File: src/verilog/fsr_pkg.sv
package fsr_pkg;

  // ==========================================================================
  // Register map (byte addresses on the APB)
  localparam logic [7:0] FSR_ADDR_SR1P   = 8'h00;
  localparam logic [7:0] FSR_ADDR_SR1W   = 8'h04;
  localparam logic [7:0] FSR_ADDR_SR2W   = 8'h08;
  localparam logic [7:0] FSR_ADDR_CFG1   = 8'h0C;
  localparam logic [7:0] FSR_ADDR_ENGINE = 8'h10;
  localparam logic [7:0] FSR_ADDR_EVENT  = 8'h14;
  localparam logic [7:0] FSR_ADDR_ISTAT  = 8'h18;
  localparam logic [7:0] FSR_ADDR_IMASK  = 8'h1C;

  // ==========================================================================
  // Field positions
  localparam int FSR_SR1_LOCK   = 7;
  localparam int FSR_SR1_PERR   = 6;
  localparam int FSR_SR1_EERR   = 5;
  localparam int FSR_SR1_BP_HI  = 4;
  localparam int FSR_SR1_BP_LO  = 2;
  localparam int FSR_SR1_WEL    = 1;
  localparam int FSR_SR1_BUSY   = 0;
  localparam int FSR_CFG1_BPNV  = 3;
  localparam int FSR_ENG_BUSY   = 0;
  localparam int FSR_ENG_PHOLD  = 1;
  localparam int FSR_ENG_EHOLD  = 2;
  localparam int FSR_EVT_PFAIL  = 0;
  localparam int FSR_EVT_EFAIL  = 1;
  localparam int FSR_EVT_POK    = 2;
  localparam int FSR_EVT_EOK    = 3;
  localparam int FSR_EVT_EVAL   = 4;
  localparam int FSR_EVT_EVRES  = 5;
  localparam int FSR_IRQ_W      = 5;
  localparam int FSR_IRQ_WEL    = 0;
  localparam int FSR_IRQ_ACC    = 1;
  localparam int FSR_IRQ_REF    = 2;
  localparam int FSR_IRQ_PERR   = 3;
  localparam int FSR_IRQ_EERR   = 4;

  // ==========================================================================
  // Reset values
  localparam logic [7:0] FSR_SR1P_RST = 8'h00;
  localparam logic [2:0] FSR_BP_ALL   = 3'h7;
  localparam logic [4:0] FSR_SR2_RSV  = 5'h00;

  // ==========================================================================
  // Link opcodes
  localparam logic [7:0] FSR_OP_WRITE_REGS = 8'h01;
  localparam logic [7:0] FSR_OP_FORBID     = 8'h04;
  localparam logic [7:0] FSR_OP_READ_SR1   = 8'h05;
  localparam logic [7:0] FSR_OP_ALLOW      = 8'h06;
  localparam logic [7:0] FSR_OP_READ_SR2   = 8'h07;

  typedef struct packed {
    logic       lock;
    logic       perr;
    logic       eerr;
    logic [2:0] range;
    logic       write_allow_latch;
    logic       busy;
  } fsr_sr1_s;

  typedef enum logic [1:0] {
    FSR_LK_IDLE = 2'b00,
    FSR_LK_OP   = 2'b01,
    FSR_LK_DATA = 2'b10
  } fsr_link_e;

endpackage

File: src/verilog/fsr_status_bank.sv
// Added by the designer: the register offsets and the APB register port.
`timescale 1ns/100ps
module fsr_status_bank
  import fsr_pkg::*;
#(
  parameter int AW = 8
)
(
  input  wire logic          i_clk,
  input  wire logic          i_rst_n,
  input  wire logic          i_psel,
  input  wire logic          i_penable,
  input  wire logic          i_pwrite,
  input  wire logic [AW-1:0] i_paddr,
  input  wire logic [31:0]   i_pwdata,
  output logic      [31:0]   o_prdata,
  output logic               o_pready,
  output logic               o_pslverr,
  input  wire logic          i_sck,
  input  wire logic          i_cs_n,
  input  wire logic          i_si,
  input  wire logic          i_wp_n,
  output logic               o_so,
  output logic               o_write_allow,
  output logic      [2:0]    o_protect_range,
  output logic               o_irq
);

  if (AW < 5)
  begin : g_aw_check
    $error("AW too small for the register map");
  end

  // ==========================================================================
  // Pin synchronisers
  logic [2:0] sck_q;
  logic [2:0] cs_q;
  logic [1:0] si_q;
  logic [1:0] wp_q;

  always_ff @(posedge i_clk)
  begin
    if (!i_rst_n)
    begin
      sck_q <= 3'h0;
      cs_q  <= 3'h7;
      si_q  <= 2'h0;
      wp_q  <= 2'h3;
    end
    else
    begin
      sck_q <= {sck_q[1:0], i_sck};
      cs_q  <= {cs_q[1:0], i_cs_n};
      si_q  <= {si_q[0], i_si};
      wp_q  <= {wp_q[0], i_wp_n};
    end
  end

  wire sck_rise = sck_q[1] & ~sck_q[2];
  wire sck_fall = ~sck_q[1] & sck_q[2];
  wire cs_fall  = ~cs_q[1] & cs_q[2];
  wire cs_rise  = cs_q[1] & ~cs_q[2];

  // ==========================================================================
  // Status state
  logic       p_lock_r;
  logic [2:0] p_range_r;
  logic [2:0] w_range_r;
  logic       wel_r;
  logic       perr_r;
  logic       eerr_r;
  logic       busy_r;
  logic       phold_r;
  logic       ehold_r;
  logic       eval_r;
  logic       bpnv_r;
  logic [FSR_IRQ_W-1:0] istat_r;
  logic [FSR_IRQ_W-1:0] imask_r;

  fsr_sr1_s sr1p;
  fsr_sr1_s sr1w;
  wire [7:0] sr2w = {FSR_SR2_RSV, eval_r, ehold_r, phold_r};

  // Default bits are constants, so no write path can reach them
  assign sr1p.lock  = p_lock_r;
  assign sr1p.perr  = FSR_SR1P_RST[FSR_SR1_PERR];
  assign sr1p.eerr  = FSR_SR1P_RST[FSR_SR1_EERR];
  assign sr1p.range = p_range_r;
  assign sr1p.write_allow_latch   = FSR_SR1P_RST[FSR_SR1_WEL];
  assign sr1p.busy  = FSR_SR1P_RST[FSR_SR1_BUSY];
  wire [2:0] eff_range = bpnv_r ? w_range_r : p_range_r;
  assign sr1w.lock  = p_lock_r;
  assign sr1w.perr  = perr_r;
  assign sr1w.eerr  = eerr_r;
  assign sr1w.range = eff_range;
  assign sr1w.write_allow_latch   = wel_r;
  assign sr1w.busy  = busy_r;

  // ==========================================================================
  // Link receiver (mode 0: sample on rising, shift out on falling)
  fsr_link_e  lk_state_r;
  logic [2:0] bit_cnt_r;
  logic [1:0] dbytes_r;
  logic [7:0] shift_r;
  logic [7:0] opcode_r;
  logic [7:0] wr_data_r;
  logic [7:0] tx_r;
  logic       so_r;

  wire [7:0] shift_nxt = {shift_r[6:0], si_q[1]};
  wire       byte_done = sck_rise && (bit_cnt_r == 3'h7) && (lk_state_r != FSR_LK_IDLE);
  wire       op_read1  = (lk_state_r == FSR_LK_OP) ? (shift_nxt == FSR_OP_READ_SR1)
                                                   : (opcode_r == FSR_OP_READ_SR1);
  wire       op_read2  = (lk_state_r == FSR_LK_OP) ? (shift_nxt == FSR_OP_READ_SR2)
                                                   : (opcode_r == FSR_OP_READ_SR2);
  wire       frame_end = cs_rise && (lk_state_r == FSR_LK_DATA) && (bit_cnt_r == 3'h0);
  wire       do_allow  = frame_end && (opcode_r == FSR_OP_ALLOW) && (dbytes_r == 2'h0);
  wire       do_forbid = frame_end && (opcode_r == FSR_OP_FORBID) && (dbytes_r == 2'h0);
  wire       wr_try    = frame_end && (opcode_r == FSR_OP_WRITE_REGS) && (dbytes_r != 2'h0);
  wire       lock_act  = p_lock_r & ~wp_q[1];
  wire       wr_ok     = wr_try && wel_r && !busy_r && !lock_act;

  always_ff @(posedge i_clk)
  begin
    if (!i_rst_n)
    begin
      lk_state_r <= FSR_LK_IDLE;
      bit_cnt_r  <= 3'h0;
      dbytes_r   <= 2'h0;
      shift_r    <= 8'h00;
      opcode_r   <= 8'h00;
      wr_data_r  <= 8'h00;
    end
    else if (cs_q[1])
      lk_state_r <= FSR_LK_IDLE;
    else
    begin
      case (lk_state_r)
        FSR_LK_IDLE:
        begin
          if (cs_fall)
          begin
            lk_state_r <= FSR_LK_OP;
            bit_cnt_r  <= 3'h0;
            dbytes_r   <= 2'h0;
          end
        end
        FSR_LK_OP, FSR_LK_DATA:
        begin
          if (sck_rise)
          begin
            shift_r   <= shift_nxt;
            bit_cnt_r <= bit_cnt_r + 3'h1;
          end
          if (byte_done && lk_state_r == FSR_LK_OP)
          begin
            opcode_r   <= shift_nxt;
            lk_state_r <= FSR_LK_DATA;
          end
          else if (byte_done)
          begin
            if (dbytes_r == 2'h0)
              wr_data_r <= shift_nxt;
            if (dbytes_r != 2'h3)
              dbytes_r <= dbytes_r + 2'h1;
          end
        end
        default:
          lk_state_r <= FSR_LK_IDLE;
      endcase
    end
  end

  // Reads shift the chosen register out again after every byte for as long as the clock runs
  always_ff @(posedge i_clk)
  begin
    if (!i_rst_n)
    begin
      tx_r <= 8'h00;
      so_r <= 1'b0;
    end
    else if (byte_done && op_read1)
      tx_r <= sr1w;
    else if (byte_done && op_read2)
      tx_r <= sr2w;
    else if (sck_fall && !cs_q[1])
    begin
      so_r <= tx_r[7];
      tx_r <= {tx_r[6:0], 1'b0};
    end
  end

  // ==========================================================================
  // APB slave: zero wait states, answer registered in the setup cycle
  wire setup   = i_psel & ~i_penable;
  wire access  = i_psel & i_penable & o_pready;
  wire apb_wr  = access & i_pwrite;
  wire [7:0] a8 = 8'(i_paddr);
  wire hit_sr1p = (a8 == FSR_ADDR_SR1P);
  wire hit_sr1w = (a8 == FSR_ADDR_SR1W);
  wire hit_sr2w = (a8 == FSR_ADDR_SR2W);
  wire hit_cfg1 = (a8 == FSR_ADDR_CFG1);
  wire hit_eng  = (a8 == FSR_ADDR_ENGINE);
  wire hit_evt  = (a8 == FSR_ADDR_EVENT);
  wire hit_ist  = (a8 == FSR_ADDR_ISTAT);
  wire hit_imk  = (a8 == FSR_ADDR_IMASK);
  wire hit_any  = hit_sr1p | hit_sr1w | hit_sr2w | hit_cfg1 | hit_eng | hit_evt | hit_ist
                | hit_imk;
  wire [31:0] rd_mux =
    hit_sr1p ? {24'h0, sr1p} :
    hit_sr1w ? {24'h0, sr1w} :
    hit_sr2w ? {24'h0, sr2w} :
    hit_cfg1 ? {28'h0, bpnv_r, 3'h0} :
    hit_eng  ? {29'h0, ehold_r, phold_r, busy_r} :
    hit_ist  ? {27'h0, istat_r} :
    hit_imk  ? {27'h0, imask_r} : 32'h0;
  wire eng_wr = apb_wr & hit_eng;
  wire evt_wr = apb_wr & hit_evt;
  wire ev_pfail = evt_wr & i_pwdata[FSR_EVT_PFAIL];
  wire ev_efail = evt_wr & i_pwdata[FSR_EVT_EFAIL];
  wire ev_pok   = evt_wr & i_pwdata[FSR_EVT_POK];
  wire ev_eok   = evt_wr & i_pwdata[FSR_EVT_EOK];
  wire ev_eval  = evt_wr & i_pwdata[FSR_EVT_EVAL];
  wire [FSR_IRQ_W-1:0] ev_vec = {ev_efail, ev_pfail, wr_try & ~wr_ok, wr_ok, do_allow};
  wire [FSR_IRQ_W-1:0] w1c    = (apb_wr & hit_ist) ? i_pwdata[FSR_IRQ_W-1:0] : '0;

  always_ff @(posedge i_clk)
  begin
    if (!i_rst_n)
    begin
      o_prdata  <= 32'h0;
      o_pready  <= 1'b0;
      o_pslverr <= 1'b0;
    end
    else
    begin
      o_prdata  <= setup ? rd_mux : o_prdata;
      o_pready  <= setup;
      o_pslverr <= setup & ~hit_any;
    end
  end

  // ==========================================================================
  // Status updates
  always_ff @(posedge i_clk)
  begin
    if (!i_rst_n)
    begin
      p_lock_r  <= FSR_SR1P_RST[FSR_SR1_LOCK];
      p_range_r <= FSR_SR1P_RST[FSR_SR1_BP_HI:FSR_SR1_BP_LO];
      bpnv_r    <= 1'b0;
    end
    else
    begin
      if (wr_ok)
        p_lock_r <= wr_data_r[FSR_SR1_LOCK];
      if (bpnv_r)
        p_range_r <= FSR_BP_ALL;
      else if (wr_ok)
        p_range_r <= wr_data_r[FSR_SR1_BP_HI:FSR_SR1_BP_LO];
      // One-time bit: it can be set but never cleared
      if (apb_wr && hit_cfg1 && i_pwdata[FSR_CFG1_BPNV])
        bpnv_r <= 1'b1;
    end
  end

  always_ff @(posedge i_clk)
  begin
    if (!i_rst_n)
    begin
      w_range_r <= FSR_SR1P_RST[FSR_SR1_BP_HI:FSR_SR1_BP_LO];
      wel_r     <= FSR_SR1P_RST[FSR_SR1_WEL];
      perr_r    <= FSR_SR1P_RST[FSR_SR1_PERR];
      eerr_r    <= FSR_SR1P_RST[FSR_SR1_EERR];
      busy_r    <= FSR_SR1P_RST[FSR_SR1_BUSY];
      phold_r   <= 1'b0;
      ehold_r   <= 1'b0;
      eval_r    <= 1'b0;
    end
    else
    begin
      // Tracking the persistent range keeps protection unchanged at the mode switch
      if (wr_ok && bpnv_r)
        w_range_r <= wr_data_r[FSR_SR1_BP_HI:FSR_SR1_BP_LO];
      else if (!bpnv_r)
        w_range_r <= p_range_r;
      if (do_allow)
        wel_r <= 1'b1;
      else if (do_forbid)
        wel_r <= 1'b0;
      perr_r <= ev_pfail | (perr_r & ~ev_pok);
      eerr_r <= ev_efail | (eerr_r & ~ev_eok);
      if (eng_wr)
      begin
        busy_r  <= i_pwdata[FSR_ENG_BUSY];
        phold_r <= i_pwdata[FSR_ENG_PHOLD];
        ehold_r <= i_pwdata[FSR_ENG_EHOLD];
      end
      if (ev_eval)
        eval_r <= i_pwdata[FSR_EVT_EVRES];
    end
  end

  // Set wins over a simultaneous write-one-to-clear
  always_ff @(posedge i_clk)
  begin
    if (!i_rst_n)
    begin
      istat_r         <= '0;
      imask_r         <= '0;
      o_so            <= 1'b0;
      o_write_allow   <= 1'b0;
      o_protect_range <= 3'h0;
      o_irq           <= 1'b0;
    end
    else
    begin
      istat_r         <= (istat_r & ~w1c) | ev_vec;
      imask_r         <= (apb_wr & hit_imk) ? i_pwdata[FSR_IRQ_W-1:0] : imask_r;
      o_so            <= so_r;
      o_write_allow   <= wel_r;
      o_protect_range <= eff_range;
      o_irq           <= |(istat_r & imask_r);
    end
  end

  // ==========================================================================
  // Assertions
  a_lock_refuse: assert property (
    @(posedge i_clk) disable iff (!i_rst_n)
    (wr_try && lock_act && !bpnv_r) |=> $stable(p_range_r) && $stable(p_lock_r))
    else $error("locked register write changed state");
  a_default_fixed: assert property (
    @(posedge i_clk) disable iff (!i_rst_n)
    (setup && hit_sr1p) |=> o_prdata[1:0] == FSR_SR1P_RST[1:0]
      && o_prdata[6:5] == FSR_SR1P_RST[6:5])
    else $error("default bits not constant");
  a_err_sets: assert property (
    @(posedge i_clk) disable iff (!i_rst_n)
    ev_pfail |=> perr_r ##1 o_irq || !imask_r[FSR_IRQ_PERR] || !istat_r[FSR_IRQ_PERR])
    else $error("program failure not flagged");
  a_nv_range: assert property (
    @(posedge i_clk) disable iff (!i_rst_n)
    !bpnv_r |=> o_protect_range == $past(p_range_r))
    else $error("range does not follow persistent bits");
  a_force_ones: assert property (
    @(posedge i_clk) disable iff (!i_rst_n)
    bpnv_r |=> p_range_r == FSR_BP_ALL)
    else $error("persistent range not forced to ones");
  a_vol_write: assert property (
    @(posedge i_clk) disable iff (!i_rst_n)
    (wr_ok && bpnv_r) |=> ##1
      o_protect_range == $past(wr_data_r[FSR_SR1_BP_HI:FSR_SR1_BP_LO], 2))
    else $error("volatile range write lost");
  a_lock_mirror: assert property (
    @(posedge i_clk) disable iff (!i_rst_n)
    (setup && hit_sr1w) |=> o_prdata[7] == $past(p_lock_r))
    else $error("working lock bit differs");
  a_wel_gate: assert property (
    @(posedge i_clk) disable iff (!i_rst_n)
    (wr_try && !wel_r) |=> $stable(p_lock_r))
    else $error("write accepted with latch clear");
  a_wel_cause: assert property (
    @(posedge i_clk) disable iff (!i_rst_n)
    $changed(wel_r) |-> $past(do_allow) || $past(do_forbid))
    else $error("latch changed without allow or forbid");
  a_busy_cause: assert property (
    @(posedge i_clk) disable iff (!i_rst_n)
    $changed(busy_r) |-> $past(eng_wr))
    else $error("busy changed without engine update");
  a_sr2_reserved: assert property (
    @(posedge i_clk) disable iff (!i_rst_n)
    (setup && hit_sr2w) |=> o_prdata[7:3] == 5'h0)
    else $error("reserved bits not zero");

endmodule

File: config.mk
export PLATFORM = sky130hd
export DESIGN_NAME = fsr_status_bank
export DESIGN_NICKNAME = d
export VERILOG_FILES = /design/src/verilog/fsr_pkg.sv /design/src/verilog/fsr_status_bank.sv
export SDC_FILE = /design/constraint.sdc
export NUM_CORES = 1
export LEC_CHECK = 0
export BUFFER_PORTS_ARGS = -buffer_cell sky130_fd_sc_hd__buf_2
export CAP_MARGIN = 20
export CORE_MARGIN = 1.5
export CORE_UTILIZATION = 45
export CTS_CLUSTER_SIZE = 30
export DETAILED_ROUTE_END_ITERATION = 16
export PLACE_DENSITY = 0.66
export SYNTH_ARGS = -nofsm -noshare
export SYNTH_HDL_FRONTEND = slang
export SYNTH_SLANG_ARGS = --single-unit
File: constraint.sdc
create_clock -name i_clk -period 3 [get_ports i_clk]
set_clock_uncertainty 0.1 [all_clocks]
set_input_delay 0.45 -clock i_clk [delete_from_list [all_inputs] [get_ports i_clk]]
set_output_delay 0.45 -clock i_clk [all_outputs]
set_load 0.03 [all_outputs]
Word level (Yosys, flattened, before mapping)
Cells that the tools add are included.

word-level totals
  flip-flop bits (word level) = 114
  latch bits = 0
  bits in writable memories = 0
  ROM bits = 0
  bits of input ports = 49
  output and inout port bits = 40
  logic and storage cells = 180
  memories kept = 0

operators by class
  $add $sub $neg = 2
  multipliers = 0
  div/mod/pow operators = 0
  order comparisons = 0
  equality and inequality tests = 24
  shifts and indexed selects = 0
  muxes and demuxes = 30
  bitwise gates (word level) = 49
  reductions and logical operators = 43

operator list
  kind                                            number
  == test 8 x 3 -> 1 bit (second input constant)  7
  two-way mux 8 bit                               5
  == test 8 x 5 -> 1 bit (second input constant)  4
  two-way mux 5 bit                               6
  bitwise AND 1 bit                               22
  logical AND 1 bit                               20
  two-way mux 3 bit                               6
  == test 8 x 4 -> 1 bit (second input constant)  2
  != test 2 bit (second input constant)           7
  NOT 1 bit                                       14
  two-way mux 2 bit                               6
  bitwise AND 5 bit                               2
  nonzero test 2 bit                              5
  OR 1 bit                                        9
  AND reduction 3 bit                             3
  == test 8 x 1 -> 1 bit (second input constant)  1
  zero test 8 bit                                 1
  one-hot mux 2 bit (2 select lines)              2
  one-hot mux 3 bit (2 select lines)              1
  AND reduction 6 bit                             1
  NOT 5 bit                                       1
  OR 5 bit                                        1
  AND reduction 5 bit                             1
  OR reduction 5 bit                              1
  13 further kinds                                20

Logic depth before layout (Yosys ltp)
  depth in word-level cells = 12
  mapped depth = 8
  gate-level depth less buffers = 6

Worst setup path before layout
No wires, ideal clock.

  kind = reg2reg
  from = reg opcode_r[4]
  to = reg tx_r[0]
  setup time = 0.121 ns
  data arrival time = 1.992 ns
  data required time = 2.779 ns
  slack = 0.787 ns
  cell stages (with the launch flop) = 5
  path buffers = 0
  period minus slack after synthesis = 2.213 ns
  path through = dfxtp_1 -> or4_4 -> or4_4 -> a21oi_4 -> mux2_2

between the ends
  cells in the longest elaborated chain, start to end = 5
  elaborated cells on any way between the ends = 9
  those cells by class = eq/ne: 2; mux: 4; reduce/logical: 3

RTL lines
  element                 RTL line                source
  from (decl)             fsr_status_bank.sv:105  logic [7:0] opcode_r;
  from (signal assigned)  fsr_status_bank.sv:157  opcode_r <= shift_nxt;
  == test 8 x 3 -> 1 bit  fsr_status_bank.sv:115  : (opcode_r == FSR_OP_READ_SR2);
  two-way mux 1 bit       fsr_status_bank.sv:114  wire op_read2 = (lk_state_r == FSR_LK_OP) ? (shift_nxt == FSR_OP_READ_SR2)
  logical AND 1 bit       fsr_status_bank.sv:184  else if (byte_done && op_read2)
  two-way mux 8 bit       fsr_status_bank.sv:184
  two-way mux 8 bit       fsr_status_bank.sv:182  else if (byte_done && op_read1)
  to (signal assigned)    fsr_status_bank.sv:183  tx_r <= sr1w;
  to (signal assigned)    fsr_status_bank.sv:185  tx_r <= sr2w;
  to (signal assigned)    fsr_status_bank.sv:189  tx_r <= {tx_r[6:0], 1'b0};
  to (decl)               fsr_status_bank.sv:107  logic [7:0] tx_r;

Several ways; a longest one is shown, not always the timed one.
A chain may end at the register's enable or synchronous reset.

Worst setup path after layout
  from = reg lk_state_r[0]
  to = reg opcode_r[5]

between the ends
  cells in the longest elaborated chain, start to end = 4
  elaborated cells on any way between the ends = 7
  those cells by class = eq/ne: 2; reduce/logical: 5

RTL lines
  element                          RTL line                source
  from (decl)                      fsr_status_bank.sv:101  fsr_link_e lk_state_r;
  from (signal assigned)           fsr_status_bank.sv:127  lk_state_r <= FSR_LK_IDLE;
  from (signal assigned)           fsr_status_bank.sv:135  lk_state_r <= FSR_LK_IDLE;
  from (signal assigned)           fsr_status_bank.sv:143  lk_state_r <= FSR_LK_OP;
  nonzero test 2 bit               fsr_status_bank.sv:111  wire byte_done = sck_rise && (bit_cnt_r == 3'h7) && (lk_state_r != FSR_LK_IDLE);
  logical AND 1 bit                fsr_status_bank.sv:111
  logical AND 1 bit                fsr_status_bank.sv:155  if (byte_done && lk_state_r == FSR_LK_OP)
  AND reduction 3 bit (no line) *  -

Mark *: on every way between the ends. The rest lies on a longest branch, timed or not.

==> results.md <==
- Status: finished clean
- Filler cells: 802
- Post-DRT Antenna Nets: 0
- Most instantiated library cell after synthesis: dfxtp_1
- DRC violations left: 0
- Critical path fanouts, max: 10
- Number of synthesized flops with an enable pin: 0
- Worst VDD drop: 0.2489 mV
- Async set or reset register ratio after synthesis: 0%
- Post-Route WL: 8532 um
- TritonCTS Buffers: 9
- Clk Latency, worst-skew pair: 0.36 ns
- DR pass1 iterations: 4
- Max-cap violations: 0
- Post-CTS sizing: 0
- Syn. warnings: 0
- Clock Tree Buf Depth: 2
- Row cnt: 34
- # Post-CTS Setup Buffers: 0
- Number of H-tree levels: 3
- Synth cell count leaders: dfxtp_1 (86), mux2i_1 (44), nor2_1 (39)
- Synth area leader: dfxtp_1
- # IOs: around 90
- Syn Area/Cell: roughly 9.2 sq um
- Final Hold Vio Count: 0
- RSZ-0062 raised after global routing: false
- Worst setup EP type: register
- Rel. slew slack: a little under three fifths
- Power per cell area: 478.5 nW/um^2
- Total power: 2.146 mW
- Static Leak: 1.875 nW
- Initial antenna violation count: 0
- Die X-Extent: 97.92 um
- Crit path required time: 3.14 ns
- Largest net degree at the start of global routing: 47
- Top_reg_cell synth: dfxtp_1
- Initial core utilization: 46.48%
- Tot GR Track Use: 18.29%
- Slew @ Worst Pin: 0.6672 ns
- Area contributors post-synth: dfxtp_1 (42%), mux2i_1 (11%), buf_4 (4.4%), mux2_2 (4.4%), nor2_1 (3.6%)
- Final setup viols: 0
- Root Buffer: clkbuf_8
- Type of the worst setup path: register to register
- Die H: between 90 and 100 um
- Dpl hpwl: 6250 um
- Fin cells: ~600
- Top cell type's share of synthesized area: 42.47%
- Post-synthesis sequential area ratio: 42.47%
- Gr ovfl total: 0
- Startpoint Class: register
- Via count: approximately 3,100
- Vias per cell: 5.294
- Slew Limit Fails: 0
- Highest Clock Rate: 411.3 MHz
- Number of global-route vias before repair: ~2,900
- Post-synthesis cell area: between 4000 and 5000 sq um
- GPL Wtd Cong: 0.8794
- CTS Hold Bufs: 0
- CTS clk-pin slew, worst paths: 0.10 ns
- Core ar.: 8721 sq um
- Clock sink count: 86
- Total negative setup slack: 0 ns
- Port Buffers: 38
- Number of cells after detailed placement: 575
- Distinct cells, synth: 50
- Layout Nets: 535
- Initial DRC count: 123
- Post-Syn Instances: 442
- CP Data Arrival Time: ~2.6 ns
- Inserted Diodes: 0
- Die footprint: 9587 sq um
- Minimum clock period: about 2.4 ns
- First-pass GRT wire length: approximately 14,000 um
- Fin crit share: 81.04%
- CTS tree: yes
- Synth-to-Final Area Change: 10.65%
- Hold crit path type: input pin to register
- Share of cells above drive strength 1: 17.81%
- Yosys reg bits: 86
- Routed WL per cell: 14.44 um
## cell usage in the layout (no fill, tap or decap), types with 2 or more instances in the layout
master      count
o21ai_0        11
a31oi_1         5
nand3_1        15
nand4_1         5
clkbuf_8        9
nand4b_1        3
nand2b_1       13
clkinvlp_4      2
mux2i_1        44
and2_1          8
mux2_2         16
inv_8           3
buf_4           8
conb_1         24
a21oi_1        26
o22a_1          3
a21boi_0        2
nor4bb_1        2
nor3_1          4
nor2_1         39
dfxtp_1        86
and3_1          5
nor4b_1         5
o31ai_1         5
nand3b_1        2
inv_1          17
a22oi_1         4
and4_1          2
ha_1            8
nand2_1        37
nor2b_1         5
or4_4           4
buf_2          38
o21bai_1        2
## cells by family after synthesis
family / Yosys count / synth area share (%)
other: 1 / 0.09250
buffers and inverters: 62 / 8.024
AO/OA/AOI/OAI: 70 / 11.14
multiplexers: 60 / 15.31
AND/OR/NAND/NOR: 155 / 20.49
adder cells (fa/ha/maj): 8 / 2.469
flip-flops: 86 / 42.47
## where the power goes
group | leakage, nW | internal, mW | switching, mW
Clock | 0.102 | 0.405 | 0.460
Combinational | 1.08 | 0.0318 | 0.0961
Sequential | 0.695 | 1.15 | 0.00502
## sequential cells by signal (all words and copies together) (netlist names), 2 cells and up
register         cells
cs_q                 3
imask_r              5
shift_r              7
sck_q                3
wr_data_r            4
lk_state_r           2
opcode_r             8
o_protect_range      3
wp_q                 2
w_range_r            3
istat_r              5
si_q                 2
tx_r                 8
o_prdata             8
p_range_r            3
bit_cnt_r            3
dbytes_r             2
## worst max-delay path, cell delays in order (launching register included)
cell	delay, ns
dfxtp_1	0.36
inv_1	0.07
ha_1	0.47
nor4bb_2	0.31
buf_4	0.24
nand3_1	0.40
mux2i_1	0.30
nor2_1	0.06
## final timing paths
kind	start	endpoint	slack [ns]	cells after the start
hold / removal	i_cs_n	cs_q[0]	0.16	2
setup / recovery	lk_state_r[0]	opcode_r[5]	0.57	7
hold reg to reg	wp_q[0]	wp_q[1]	0.31	1
setup reg to reg	lk_state_r[0]	opcode_r[5]	0.57	7
## final cells by class
cell class	count	area (sq um)	share of cell area, %
clock inverter	7	87.58	1.953
sequential	86	1722	38.38
inverter	18	67.56	1.506
timing repair buffer	46	250.2	5.579
tap	108	135.1	3.013
multi-input combinational	317	2100	46.81
clock buffer	9	123.9	2.762
## through the flow
step	area (sq um)	util [%]	worst slack [ns]	hold WS [ns]
final	4486	51.43	0.5688	0.1644
after global routing	4486	51.43	0.3279	0.1618
after CTS	4486	51.43	0.5441	0.1532
after detailed placement	4274	49.01	0.5731	0.2994
after global placement	4274	49.01	0.6492	0.2881
after floorplan	4140	-	0.7868	0.2863
## per-layer routing
metal | share of wire, % | track usage (%)
met1 | 48 | 25.12
met3 | 3.8 | 2.863
met5 | 0 | 0
met4 | 0.79 | 6.264
met2 | 47 | 29.28
No activity file was read; power rests on OpenSTA's default activity.
